===== src/rtl/apd_defs.svh =====
`ifndef APD_DEFS_SVH
`define APD_DEFS_SVH

// Drive mode register bit positions
`define APD_DM_MANUAL_DECEL   0
`define APD_DM_SEP_DECEL      1
`define APD_DM_SCURVE         2
`define APD_DM_TRI_PREVENT    5

// Stop input mode register: enable at 2n, active level at 2n+1
`define APD_SM_EN_BIT(n)      (2 * (n))
`define APD_SM_LVL_BIT(n)     (2 * (n) + 1)

// Acceleration counter offset after reset, in pulses
`define APD_OFFSET_RST        16'sh0008

// System clock period in nanoseconds (20 MHz)
`define APD_CLK_NS            50
// Speed ramp update interval, in nanoseconds
`define APD_RAMP_NS           100000
// Ramp interval in clock cycles (longest time, rounds down)
`define APD_RAMP_CYC          (`APD_RAMP_NS / `APD_CLK_NS)
// Least high time of one drive pulse, in nanoseconds
`define APD_PULSE_NS          500
// Pulse high time in clock cycles (least time, rounds up)
`define APD_PULSE_CYC   ((`APD_PULSE_NS + `APD_CLK_NS - 1) / `APD_CLK_NS)

`endif


===== src/rtl/apd_pkg.sv =====
package apd_pkg;

	// Drive sequencer states
	typedef enum logic [2:0] {
		APD_IDLE,
		APD_ACCEL,
		APD_CONST,
		APD_DECEL,
		APD_TAIL
	} apd_state_t;

endpackage : apd_pkg


===== src/rtl/apd_rate_if.sv =====
`timescale 1ns/10ps
`default_nettype none

// Speed in, pulse tick out, between profiler and rate generator
interface apd_rate_if #(
	parameter int SPD_W = 16
);
	logic             run;     // Generator enabled
	logic [SPD_W-1:0] speed;   // Current pulse rate
	logic             tick;    // One-cycle pulse due

	modport ctrl (output run, output speed, input tick);
	modport gen  (input run, input speed, output tick);
endinterface : apd_rate_if

`default_nettype wire


===== src/rtl/apd_axis_profiler.sv =====
`timescale 1ns/10ps
`default_nettype none
`include "apd_defs.svh"

// Summary of operation
// RL1 - Fixed drive emits exactly the written count
// RL2 - Decelerate when remaining reaches acceleration pulses
// RL3 - Equal rates need no separate deceleration value
// RL4 - New count extends drive or halts at once
// RL5 - Count change may cut S-curve deceleration short
// RL6 - Manual mode uses host deceleration point
// RL7 - Offset advances automatic deceleration start
// RL8 - Offset resets to eight pulses
// RL9 - Continuous drive runs until stop
// RL10 - Continuous drive follows new speed anytime
// RL11 - Decelerating stop and sudden stop commands; a ramped fixed drive only slows to initial speed and runs out its count, a flat one halts at once
// RL12 - Each stop input has enable and level
// RL13 - Z-phase on input two, home sensors lower
// RL14 - Stop input while ramping gives decelerating stop; a fixed drive slows to initial speed and runs out its count
// RL15 - Stop input at constant speed halts abruptly
// RL16 - Drive below initial speed means constant speed
// RL17 - Symmetric ramp up and down at slope
// RL18 - Deceleration may start straight from acceleration
// RL19 - Triangle prevention holds speed past half count
// RL20 - Triangle prevention off until mode bit set
// RL21 - Host clears triangle bit before continuous drive
// RL22 - Separate deceleration rate when its bit set
// RL23 - Mode bit selects S-curve profile
// RL24 - Busy clears after final pulse cycle ends
module apd_axis_profiler
	import apd_pkg::*;
#(
	parameter int CNT_W = 32,   // Pulse count width
	parameter int SPD_W = 16,   // Speed value width
	parameter int ACC_W = 20    // Rate accumulator width
) (
	// Clock and reset
	input  wire logic             sys_clk,
	input  wire logic             rst_n,
	// Mode registers
	input  wire logic [5:0]       drive_mode_register,
	input  wire logic [5:0]       stop_input_mode_register,
	// Speed profile parameters
	input  wire logic [SPD_W-1:0] initial_speed_param,
	input  wire logic [SPD_W-1:0] drive_speed,
	input  wire logic [SPD_W-1:0] accel_rate,
	input  wire logic [SPD_W-1:0] decel_rate,
	// Pulse count and deceleration point
	input  wire logic [CNT_W-1:0] pulse_count,
	input  wire logic             pulse_count_write,
	input  wire logic [CNT_W-1:0] manual_decel_point,
	// Acceleration counter offset
	input  wire logic [15:0]      offset_value,
	input  wire logic             offset_write,
	// Drive commands, one-cycle pulses
	input  wire logic             start_fixed,
	input  wire logic             start_continuous,
	input  wire logic             decel_stop_cmd,
	input  wire logic             sudden_stop_cmd,
	// External stop pins
	input  wire logic             near_home_stop_input,
	input  wire logic             home_stop_input,
	input  wire logic             z_phase_stop_input,
	// Drive outputs and status
	output logic                  drive_pulse,
	output logic                  busy,
	output logic                  accel_phase,
	output logic                  decel_phase,
	output logic [SPD_W-1:0]      current_speed
);

	localparam int RAMP_W  = 16;   // Ramp divider width
	localparam int PULSE_W = 8;    // Pulse stretch width
	localparam logic [RAMP_W-1:0]  RAMP_LAST =
		RAMP_W'(`APD_RAMP_CYC - 1);
	localparam logic [PULSE_W-1:0] PULSE_LEN = PULSE_W'(`APD_PULSE_CYC);

	// Step speed toward a limit by amount, never passing it
	function automatic logic [SPD_W-1:0] step_to(
		input logic [SPD_W-1:0] cur,
		input logic [SPD_W-1:0] amt,
		input logic [SPD_W-1:0] lim
	);
		logic [SPD_W:0] sum;
		logic [SPD_W:0] dif;
		sum = {1'b0, cur} + {1'b0, amt};
		dif = {1'b0, cur} - {1'b0, amt};
		if (cur < lim) begin
			step_to = (sum > {1'b0, lim}) ? lim : sum[SPD_W-1:0];
		end else begin
			step_to = (dif[SPD_W] || dif < {1'b0, lim}) ? lim :
				dif[SPD_W-1:0];
		end
	endfunction : step_to

	// State and drive registers
	apd_state_t        state_reg, state_next;
	logic              cont_reg, cont_next;         // Continuous drive
	logic              stopping_reg, stopping_next; // Decel stop pending
	logic              const_reg, const_next;       // Constant-speed run
	logic [CNT_W-1:0]  total_reg, total_next;       // Pulses to emit
	logic [CNT_W-1:0]  sent_reg, sent_next;         // Pulses emitted
	logic [CNT_W-1:0]  accp_reg, accp_next;         // Pulses in accel
	logic [SPD_W-1:0]  speed_reg, speed_next;       // Present rate
	logic [SPD_W-1:0]  slope_reg, slope_next;       // Present slope
	logic signed [15:0] offset_reg;                 // Decel offset
	logic [RAMP_W-1:0] ramp_cnt_reg;                // Ramp divider
	logic [PULSE_W-1:0] pulse_cnt_reg;              // Pulse stretcher
	logic              busy_reg, acc_ph_reg, dec_ph_reg, pulse_reg;
	logic [2:0]        stop_s1_reg, stop_s2_reg;    // Pin synchroniser

	// Decoded mode and helper wires
	logic              manual_dec, sep_dec, scurve, tri_en;
	logic              running, fire, ramp_en, ext_stop;
	logic [2:0]        stop_pins, stop_hit;
	logic [CNT_W-1:0]  sent_inc, remaining;
	logic [CNT_W+1:0]  auto_point;
	logic              at_decel_pt, tri_hit;
	logic [SPD_W-1:0]  slope_lim, slope_step, dec_floor;
	logic [SPD_W-1:0]  up_speed, down_speed;

	apd_rate_if #(.SPD_W(SPD_W)) rate_bus ();

	apd_rate_gen #(
		.SPD_W (SPD_W),
		.ACC_W (ACC_W)
	) u_rate (
		.sys_clk (sys_clk),
		.rst_n   (rst_n),
		.rate    (rate_bus.gen)
	);

	// Mode bit decode
	assign manual_dec = drive_mode_register[`APD_DM_MANUAL_DECEL];
	assign sep_dec    = drive_mode_register[`APD_DM_SEP_DECEL];
	assign scurve     = drive_mode_register[`APD_DM_SCURVE];
	// RL20 triangle prevention only with its bit
	assign tri_en     = drive_mode_register[`APD_DM_TRI_PREVENT];

	// Pin order: 0 near home, 1 home, 2 Z-phase
	// RL13 pin order
	assign stop_pins = {z_phase_stop_input, home_stop_input,
		near_home_stop_input};

	// RL12 per-input enable and active level
	genvar gi;
	generate
		for (gi = 0; gi < 3; gi++) begin : g_stop
			assign stop_hit[gi] =
				stop_input_mode_register[`APD_SM_EN_BIT(gi)] &&
				(stop_s2_reg[gi] ==
				stop_input_mode_register[`APD_SM_LVL_BIT(gi)]);
		end
	endgenerate
	assign ext_stop = |stop_hit;

	// Pulse bookkeeping
	assign running   = (state_reg == APD_ACCEL) ||
		(state_reg == APD_CONST) || (state_reg == APD_DECEL);
	assign fire      = running && rate_bus.tick;
	assign sent_inc  = sent_reg + CNT_W'(fire);
	assign remaining = (total_reg > sent_inc) ? total_reg - sent_inc : '0;
	assign ramp_en   = (ramp_cnt_reg == RAMP_LAST);

	// RL2 auto point counts acceleration pulses
	// RL7 signed offset moves the point
	assign auto_point = {2'b00, accp_reg} +
		{{(CNT_W - 14){offset_reg[15]}}, offset_reg};
	// RL6 manual point replaces the computed one
	assign at_decel_pt = manual_dec ?
		(remaining <= manual_decel_point) :
		(auto_point[CNT_W+1] ? 1'b1 :
		({2'b00, remaining} <= auto_point));
	// RL19 accel plus decel pulses above half of total
	assign tri_hit = tri_en && !cont_reg &&
		({accp_reg, 2'b00} > {2'b00, total_reg});

	// RL22 separate deceleration rate; RL3 else accel rate
	assign slope_lim  = (state_reg == APD_DECEL && sep_dec) ?
		decel_rate : accel_rate;
	// RL23 S-curve grows the slope one step per ramp tick
	assign slope_step = scurve ?
		step_to(slope_reg, SPD_W'(1), slope_lim) :
		slope_lim;
	// Continuous drive settles at the new speed, stops at initial
	assign dec_floor  = (cont_reg && !stopping_reg &&
		drive_speed > initial_speed_param) ? drive_speed :
		initial_speed_param;
	// RL17 same slope up and down
	assign up_speed   = step_to(speed_reg, slope_step, drive_speed);
	assign down_speed = step_to(speed_reg, slope_step, dec_floor);

	assign rate_bus.run   = running;
	assign rate_bus.speed = speed_reg;

	// Drive sequencer next-state logic; later items take priority
	always_comb begin
		state_next    = state_reg;
		cont_next     = cont_reg;
		stopping_next = stopping_reg;
		const_next    = const_reg;
		total_next    = total_reg;
		sent_next     = sent_reg;
		accp_next     = accp_reg;
		speed_next    = speed_reg;
		slope_next    = slope_reg;
		unique case (state_reg)
			APD_IDLE: begin
				if (start_fixed || start_continuous) begin
					cont_next     = start_continuous;
					stopping_next = 1'b0;
					total_next    = pulse_count;
					sent_next     = '0;
					accp_next     = '0;
					slope_next    = '0;
					// RL16 drive not above initial: no ramp
					const_next = (drive_speed <= initial_speed_param);
					speed_next = const_next ? drive_speed :
						initial_speed_param;
					state_next = const_next ? APD_CONST : APD_ACCEL;
					if (!start_continuous && pulse_count == '0) begin
						state_next = APD_TAIL;
					end
				end
			end
			APD_ACCEL, APD_CONST, APD_DECEL: begin
				sent_next = sent_inc;
				if (state_reg == APD_ACCEL && fire) begin
					accp_next = accp_reg + 1'b1;
				end
				// Ramp the rate on the slow enable
				if (ramp_en && state_reg == APD_ACCEL) begin
					speed_next = up_speed;
					slope_next = slope_step;
					if (up_speed == drive_speed) begin
						state_next = APD_CONST;
					end
				end
				if (ramp_en && state_reg == APD_DECEL) begin
					speed_next = down_speed;
					slope_next = slope_step;
					if (cont_reg && down_speed == dec_floor) begin
						state_next = stopping_reg ? APD_TAIL : APD_CONST;
					end
				end
				// RL19 hold constant speed instead of a triangle
				if (state_reg == APD_ACCEL && tri_hit) begin
					state_next = APD_CONST;
				end
				// RL10 continuous drive chases a new speed
				if (state_reg == APD_CONST && cont_reg && !const_reg &&
					!stopping_reg) begin
					if (drive_speed > speed_reg) begin
						state_next = APD_ACCEL;
					end else if (dec_floor < speed_reg) begin
						state_next = APD_DECEL;
						slope_next = '0;
					end
				end
				// RL10 flat continuous drive takes new speed directly
				if (state_reg == APD_CONST && cont_reg && const_reg) begin
					speed_next = drive_speed;
				end
				// RL18 deceleration may start from acceleration
				if (!cont_reg && !const_reg && at_decel_pt &&
					state_reg != APD_DECEL) begin
					state_next = APD_DECEL;
					slope_next = '0;
				end
				// RL11 decelerating stop; RL14 stop pin while ramping; only continuous drive then stops, fixed drive runs out its count
				if ((decel_stop_cmd || ext_stop) && !const_reg) begin
					stopping_next = 1'b1;
					if (state_reg != APD_DECEL) begin
						state_next = APD_DECEL;
						slope_next = '0;
					end
				end
				// RL15 stop pin at constant speed halts abruptly
				if ((decel_stop_cmd || ext_stop) && const_reg) begin
					state_next = APD_TAIL;
				end
				// RL4 count change; RL5 S-curve may be cut short
				if (pulse_count_write && !cont_reg) begin
					total_next = pulse_count;
					if (pulse_count <= sent_inc) begin
						state_next = APD_TAIL;
					end
				end else if (!cont_reg && sent_inc >= total_reg) begin
					// RL1 end once the last pulse is out
					state_next = APD_TAIL;
				end
				// RL9 continuous runs until told; RL11 sudden stop
				if (sudden_stop_cmd) begin
					state_next = APD_TAIL;
				end
			end
			APD_TAIL: begin
				// RL24 wait for the last pulse cycle to end
				if (pulse_cnt_reg == '0) begin
					state_next = APD_IDLE;
				end
			end
			default: begin
				state_next = APD_IDLE;
			end
		endcase
	end

	// Sequencer registers
	always_ff @(posedge sys_clk or negedge rst_n) begin
		if (!rst_n) begin
			state_reg    <= APD_IDLE;
			cont_reg     <= 1'b0;
			stopping_reg <= 1'b0;
			const_reg    <= 1'b0;
			total_reg    <= '0;
			sent_reg     <= '0;
			accp_reg     <= '0;
			speed_reg    <= '0;
			slope_reg    <= '0;
		end else begin
			state_reg    <= state_next;
			cont_reg     <= cont_next;
			stopping_reg <= stopping_next;
			const_reg    <= const_next;
			total_reg    <= total_next;
			sent_reg     <= sent_next;
			accp_reg     <= accp_next;
			speed_reg    <= speed_next;
			slope_reg    <= slope_next;
		end
	end

	// RL8 offset holds eight pulses until rewritten
	always_ff @(posedge sys_clk or negedge rst_n) begin
		if (!rst_n) begin
			offset_reg <= `APD_OFFSET_RST;
		end else if (offset_write) begin
			offset_reg <= offset_value;
		end
	end

	// Ramp divider; restarts at each drive so ramps line up
	always_ff @(posedge sys_clk or negedge rst_n) begin
		if (!rst_n) begin
			ramp_cnt_reg <= '0;
		end else if (!running || ramp_en) begin
			ramp_cnt_reg <= '0;
		end else begin
			ramp_cnt_reg <= ramp_cnt_reg + 1'b1;
		end
	end

	// Two-flop synchroniser; only the second stage is decoded
	always_ff @(posedge sys_clk or negedge rst_n) begin
		if (!rst_n) begin
			stop_s1_reg <= '0;
			stop_s2_reg <= '0;
		end else begin
			stop_s1_reg <= stop_pins;
			stop_s2_reg <= stop_s1_reg;
		end
	end

	// Pulse stretcher; a tick retriggers it, so speeds near the
	// pulse width merge pulses rather than drop them silently
	always_ff @(posedge sys_clk or negedge rst_n) begin
		if (!rst_n) begin
			pulse_cnt_reg <= '0;
		end else if (fire) begin
			pulse_cnt_reg <= PULSE_LEN;
		end else if (pulse_cnt_reg != '0) begin
			pulse_cnt_reg <= pulse_cnt_reg - 1'b1;
		end
	end

	// Registered outputs
	// RL24 busy follows the sequencer, cleared only from tail
	always_ff @(posedge sys_clk or negedge rst_n) begin
		if (!rst_n) begin
			busy_reg   <= 1'b0;
			acc_ph_reg <= 1'b0;
			dec_ph_reg <= 1'b0;
			pulse_reg  <= 1'b0;
		end else begin
			busy_reg   <= (state_next != APD_IDLE);
			acc_ph_reg <= (state_next == APD_ACCEL);
			dec_ph_reg <= (state_next == APD_DECEL);
			pulse_reg  <= fire || (pulse_cnt_reg > 8'h01);
		end
	end

	assign drive_pulse   = pulse_reg;
	assign busy          = busy_reg;
	assign accel_phase   = acc_ph_reg;
	assign decel_phase   = dec_ph_reg;
	assign current_speed = speed_reg;

endmodule : apd_axis_profiler

`default_nettype wire


===== src/rtl/apd_rate_gen.sv =====
`timescale 1ns/10ps
`default_nettype none

// Phase accumulator: tick rate = speed * f_clk / 2**ACC_W
module apd_rate_gen #(
	parameter int SPD_W = 16,
	parameter int ACC_W = 20
) (
	// Clock and reset
	input  wire logic sys_clk,
	input  wire logic rst_n,
	// Rate link to the profiler
	apd_rate_if.gen   rate
);

	logic [ACC_W-1:0] phase_reg;   // Fractional pulse phase
	logic [ACC_W:0]   phase_sum;   // Phase plus carry
	logic             tick_reg;    // Registered carry

	// Carry out of the accumulator marks a pulse
	assign phase_sum = {1'b0, phase_reg} + {{(ACC_W + 1 - SPD_W){1'b0}},
		rate.speed};
	assign rate.tick = tick_reg;

	// Phase restarts while idle so the first pulse is not early
	always_ff @(posedge sys_clk or negedge rst_n) begin
		if (!rst_n) begin
			phase_reg <= '0;
			tick_reg  <= 1'b0;
		end else if (!rate.run) begin
			phase_reg <= '0;
			tick_reg  <= 1'b0;
		end else begin
			phase_reg <= phase_sum[ACC_W-1:0];
			tick_reg  <= phase_sum[ACC_W];
		end
	end

endmodule : apd_rate_gen

`default_nettype wire


===== config.mk =====
export PLATFORM = sky130hd
export DESIGN_NAME = apd_axis_profiler
export DESIGN_NICKNAME = d
export VERILOG_FILES = /design/src/rtl/apd_pkg.sv /design/src/rtl/apd_rate_if.sv /design/src/rtl/apd_axis_profiler.sv /design/src/rtl/apd_rate_gen.sv
export VERILOG_INCLUDE_DIRS = /design/src /design/src/rtl
export SDC_FILE = /design/constraint.sdc
export NUM_CORES = 1
export LEC_CHECK = 0
export ABC_AREA = 1
export BUFFER_PORTS_ARGS = -buffer_cell sky130_fd_sc_hd__buf_2
export CORE_MARGIN = 4
export CORE_UTILIZATION = 40
export CTS_CLUSTER_DIAMETER = 200
export DETAILED_ROUTE_END_ITERATION = 8
export PLACE_DENSITY_LB_ADDON = 0.3
export SKIP_LAST_GASP = 1
export SYNTH_ARGS = -nofsm -noshare
export SYNTH_HDL_FRONTEND = slang
export SYNTH_SLANG_ARGS = --single-unit

===== constraint.sdc =====
create_clock -name sys_clk -period 13.76 [get_ports sys_clk]
set_input_delay 1.376 -clock sys_clk [delete_from_list [all_inputs] [get_ports sys_clk]]
set_output_delay 1.376 -clock sys_clk [all_outputs]
set_load 0.02 [all_outputs]

Yosys cells after proc, flatten, opt, wreduce, memory -nomap -nowiden --
Cells that the tools add are included.
Storage, ports and cells: bits in registers 205, output and inout bits 20, input port bits 167
Cells by class: order comparisons 20, multiplexer cells 69, equal/unequal tests 18, $add $sub $neg 11, reductions and logical operators 55
Operators with widths (number):
- $mux W16 | 27
- $pmux W32 S2 | 3
- $mux W32 | 5
- $le A32 B32 Y1 | 2
- $lt A16 B16 Y1 | 4
- $pmux W16 S2 | 2
- $mux W3 | 21
- $gt A17 B16 Y1 | 3
- $lt A17 B16 Y1 | 3
- $add A33 B16 Y34 | 1
- $gt A34 B32 Y1 | 1
- $le A32 B34 Y1 | 1
- $add A32 B1 Y32 | 1
- $add A32 B1 Y32 const B | 1
- $eq A16 B16 Y1 | 2
- $ge A32 B32 Y1 | 1
- $gt A16 B16 Y1 | 2
- $gt A32 B32 Y1 | 1
- $logic_not A32 Y1 | 1
- $sub A32 B32 Y32 | 1
- $logic_and A1 B1 Y1 | 26
- $add A20 B16 Y21 | 1
- $mux W20 | 1
- $add A16 B1 Y17 const B | 1
- 30 further kinds | 61

Longest topological paths before layout --
depth after elaboration 32, mapped depth 64

Modules after synthesis --
A second synthesis with hierarchy kept.
Second synthesis, totals: cells, all modules 3796, area, all modules 25600.8 um2
Modules (own cells, without submodules):
- apd_axis_profiler | area each 23894.2 um2, seq. area each 4605.7 um2, cells an instance 3534, instances 1
- apd_rate_gen | area each 1706.6 um2, seq. area each 525.5 um2, cells an instance 262, instances 1

Least setup slack after synthesis --
OpenSTA, ideal clock, no wires.
path kind in2reg, start point input port drive_mode_register[1], end point register acc_ph_reg (netlist: accel_phase), setup time 113 ps, setup slack 6223 ps, cell stages on the path 52, arrival 7424 ps, buffers on the path 3, cell sequence nand2_1 > clkbuf_1 > o21ai_0 > ha_1 > a21o_1 > a21oi_1 > o221ai_1 > nand4_1 > a21oi_1 > nor2_1 > inv_1 > clkbuf_1 > o21ai_0 > o211ai_1 > o21a_1 > inv_1 > ha_1 > inv_1 > [16 not listed] > nand2_2 > buf_2 > a21oi_1 > o21ai_0 > nand3_1 > nand2_1 > nor2_1 > nand2_1 > nor2_1 > nand3_1 > nand2_1 > nand2_1 > nand2_1 > nand2_1 > nand2_1 > nand2_1 > nand2_2 > nor2_2
Between the ends: longest elaborated chain between the ends 31
RTL lines:
- start: declaration | RTL line apd_axis_profiler.sv:41 | input wire logic [5:0] drive_mode_register,
- $logic_and A1 B1 Y1 * | RTL line apd_axis_profiler.sv:179 | assign slope_lim = (state_reg == APD_DECEL && sep_dec) ?
- $mux W16 * | RTL line apd_axis_profiler.sv:179
- $lt A17 B16 Y1 | RTL line apd_axis_profiler.sv:91 | step_to = (dif[SPD_W] || dif < {1'b0, lim}) ? lim :
- $logic_or A1 B1 Y1 | RTL line apd_axis_profiler.sv:91
- $mux W16 | RTL line apd_axis_profiler.sv:91
- $mux W16 | RTL line apd_axis_profiler.sv:88 | if (cur < lim) begin
- $mux W16 * | RTL line apd_axis_profiler.sv:182 | assign slope_step = scurve ?
- $sub A16 B16 Y17 | RTL line apd_axis_profiler.sv:87 | dif = {1'b0, cur} - {1'b0, amt};
- [16 not listed]
- $mux W3 * | RTL line apd_axis_profiler.sv:271 | if ((decel_stop_cmd || ext_stop) && !const_reg) begin
- $mux W3 * | RTL line apd_axis_profiler.sv:279 | if ((decel_stop_cmd || ext_stop) && const_reg) begin
- $mux W3, on equally long branches | RTL line apd_axis_profiler.sv:288, apd_axis_profiler.sv:285
- $mux W3 * | RTL line apd_axis_profiler.sv:283 | if (pulse_count_write && !cont_reg) begin
- $mux W3 * | RTL line apd_axis_profiler.sv:293 | if (sudden_stop_cmd) begin
- $pmux W3 S3 * | RTL line apd_axis_profiler.sv:207 | unique case (state_reg)
- net state_next[1] | RTL line apd_axis_profiler.sv:97 | apd_state_t state_reg, state_next;
- $eq A3 B1 Y1 * | RTL line apd_axis_profiler.sv:387 | acc_ph_reg <= (state_next == APD_ACCEL);
- end signal: assignment | RTL line apd_axis_profiler.sv:387
- end: declaration | RTL line apd_axis_profiler.sv:109 | logic busy_reg, acc_ph_reg, dec_ph_reg, pulse_reg;
The timed path passes the listed nets; every way through them passes the cells marked *. The select of a mux whose other input is x is not followed. A chain may end at the register's enable or synchronous reset.

Final worst setup path --
start point register state_reg[2], end point register acc_ph_reg (netlist: accel_phase)
Between the ends: longest elaborated chain between the ends 32
RTL lines:
- start: declaration | RTL line apd_axis_profiler.sv:97
- start signal: assignment | RTL line apd_axis_profiler.sv:322 | state_reg <= state_next;
- $eq A3 B2 Y1
- $logic_and A1 B1 Y1 | RTL line apd_axis_profiler.sv:179
- $mux W16 | RTL line apd_axis_profiler.sv:179
- $lt A17 B16 Y1 | RTL line apd_axis_profiler.sv:91
- $logic_or A1 B1 Y1 | RTL line apd_axis_profiler.sv:91
- $mux W16 | RTL line apd_axis_profiler.sv:91
- $mux W16 | RTL line apd_axis_profiler.sv:88
- $mux W16 | RTL line apd_axis_profiler.sv:182
- [17 not listed]
- $mux W3 | RTL line apd_axis_profiler.sv:271
- $mux W3 | RTL line apd_axis_profiler.sv:279
- $mux W3, on equally long branches | RTL line apd_axis_profiler.sv:288, apd_axis_profiler.sv:285
- $mux W3 | RTL line apd_axis_profiler.sv:283
- $mux W3 | RTL line apd_axis_profiler.sv:293
- $pmux W3 S3 * | RTL line apd_axis_profiler.sv:207
- net state_next[1] | RTL line apd_axis_profiler.sv:97
- $eq A3 B1 Y1 * | RTL line apd_axis_profiler.sv:387
Marks and branches as above.

==> run metrics <==
PnR worst setup slack 2.17 ns; max layer used met5; antenna-violating nets left 0; Slew Limit Headroom 0.319; # rows 91; #FFs+latches synth 205; Worst Path Max Fanout 32; final core utilization 0.450; WL final around 80000 µm; synthesized cell area 25200 µm²; Final setup violation count 0; clock buffer depth 3; largest net degree at the start of global routing 104; Worst-Skew Late Latency around 0.59 ns; Worst path slowest cell nand2_1; Post-synth EDFFs 0; GRT overflow 0; min-delay worst type register to register; met1 wire length 38700 µm; share of cells above drive strength 1 0.0944; post-DR vias/cell 5.38; met3 wire length 5980 µm; top post-synthesis cells by area dfrtp_1 20%, ha_1 20%, nand2_1 11%, inv_1 7.4%, a21oi_1 5.6%; area share of the leading cell type in the synthesized netlist 0.203; Top cell by count, worst path nand2_1; Worst EP required 14.21 ns; Layout area overhead 10.9%; peak supply drop 140 µV; setup repair bufs after CTS 0; Detailed Place HPWL around 64000 µm; core box area 62100 µm²; synth unique cells 67; worst-margin pin slew slightly above 1 ns; leak pwr 14.2 nW; WL per Instance 17.4 µm; total CTS buffers 27; Avg Inst Size Synth 6.87 µm²; Final Skew 0.0462 ns; Max-Cap Viols 0; RSZ-0062 raised after global routing no; post-CTS sizing 0; Power Density 227 nW/µm²; kind of critical path register to register; setup TNS 0 ns; nets ~4.4k; CTS tree built; Setup Slack @ Placement 2.14 ns; crit path time final 11.59 ns; total power 6.34 mW; vias in the first global route 23.4k; Top Ports 187; YS warnings 0; Commonest cells post-synth 724 x nand2_1, 493 x inv_1, 404 x ha_1, 283 x a21oi_1, 270 x nor2_1; register area share after synthesis 0.204; met2 wire len between 30000 and 40000 µm; status completed; H-tree depth 1; count leader, synth nand2_1; arrival time worst endpoint 12.04 ns; syn_nets 4238; clock sink count about 200; Final Cycle Share 0.842; cts hold-fix bufs 0; PortBufs 184; first-pass GRT wire length ~130000 µm; initial antenna violation count 14; RePlAce Congestion 1.02; via count ~25k; # DRC 0; CP endpoint kind register; top_reg_cell synth dfrtp_1; Slew Limit Fails 0; crit path launch type register; Starting Density 0.406; die extent in y ~260 µm; Post-Syn Instances 3662; maximum clock frequency roughly 0.086 GHz; asr flop ratio synth 1.00; DR pass1 iterations 5; Max stage delay on crit path 0.86 ns; DRT iter0 DRCs between 2k and 2.5k; root buf cell clkbuf_16; Synth area leader dfrtp_1; total track usage 0.236; Final Hold Viols 0; Die ar. 67000 µm²; Die Wd 259 µm; clock slew at reported path FFs ~0.070 ns
-- metal layers --
| layer | vias to the layer above | track usage |
|---|---|---|
| li1 | 12768 | - |
| met1 | 11390 | 0.346 |
| met2 | 792 | 0.358 |
| met3 | 136 | 0.0381 |
| met4 | 10 | 0.0658 |
| met5 | - | 0 |
-- final timing paths --
path / slack, ns / startpoint / cells past startpoint / to
min in group asynchronous: 0.83 / rst_n / 1 / offset_reg[5]
setup reg to reg: 2.17 / state_reg[2] / 54 / accel_phase
hold / removal: 0.34 / stop_s1_reg[2] / 0 / stop_s2_reg[2]
hold reg to reg: 0.34 / stop_s1_reg[2] / 0 / stop_s2_reg[2]
max in group asynchronous: 11.00 / rst_n / 3 / current_speed[3]
setup / recovery: 2.17 / state_reg[2] / 54 / accel_phase
-- cell families (layout without fill, tap and decap cells) --
logic type / count (synthesis) / count (layout) / synth area share
compound gates: 798 / 798 / 0.182
xor+xnor: 133 / 133 / 0.0463
fa+ha+maj: 409 / 409 / 0.205
buf+inv: 616 / 778 / 0.0938
flops: 205 / 205 / 0.204
mux: 31 / 31 / 0.0131
other cells: 0 / 8 / 0
simple gates: 1470 / 1470 / 0.256
-- power breakdown --
part	leakage (nW)	total (mW)	internal (mW)	switching (mW)
Combinational	11.0	4.74	1.53	3.21
Clock	0.461	0.762	0.463	0.299
Sequential	2.71	0.837	0.724	0.113
Total	14.2	6.34	2.72	3.62
-- worst max-delay path: cells and delay by family (launching register included) --
family / cells / cell delay (ns)
simple gates: 35 / 5.90
compound gates: 11 / 2.68
fa+ha+maj: 3 / 1.00
buf+inv: 4 / 0.90
xor+xnor: 1 / 0.54
flops: 1 / 0.40
-- metrics by stage --
stage / area, µm² / hold slack (ns) / cells
finish: 27900 / 0.337 / 4669
global route: 27900 / 0.361 / 4665
CTS: 27900 / 0.344 / 4661
detailed placement: 27000 / 0.336 / 4614
global placement: 27000 / 0.332 / 4614
floorplan: 25200 / 0.331 / 3662
-- cell usage in the layout, fill, tap and decap left out, types with 54 or more instances in the layout --
cell type | netlist | layout
a21oi_1 | 283 | 283
buf_2 | 21 | 183
dfrtp_1 | 204 | 204
ha_1 | 404 | 404
inv_1 | 493 | 492
nand2_1 | 724 | 723
nand3_1 | 256 | 256
nand4_1 | 58 | 58
nor2_1 | 270 | 268
nor3_1 | 62 | 62
o21ai_0 | 227 | 227
o21ai_1 | 54 | 54
xor2_1 | 98 | 98
-- layout make-up --
class	instances	area, µm²
sequential	205	5130
inverter	522	1960
fill	6427	34100
timing repair buffer	209	1120
tap	837	1050
multi-input combinational	2841	17700
clock inverter	8	135
clock buffer	39	811
antenna	8	20.0
Power figures use the tool's default switching activity.
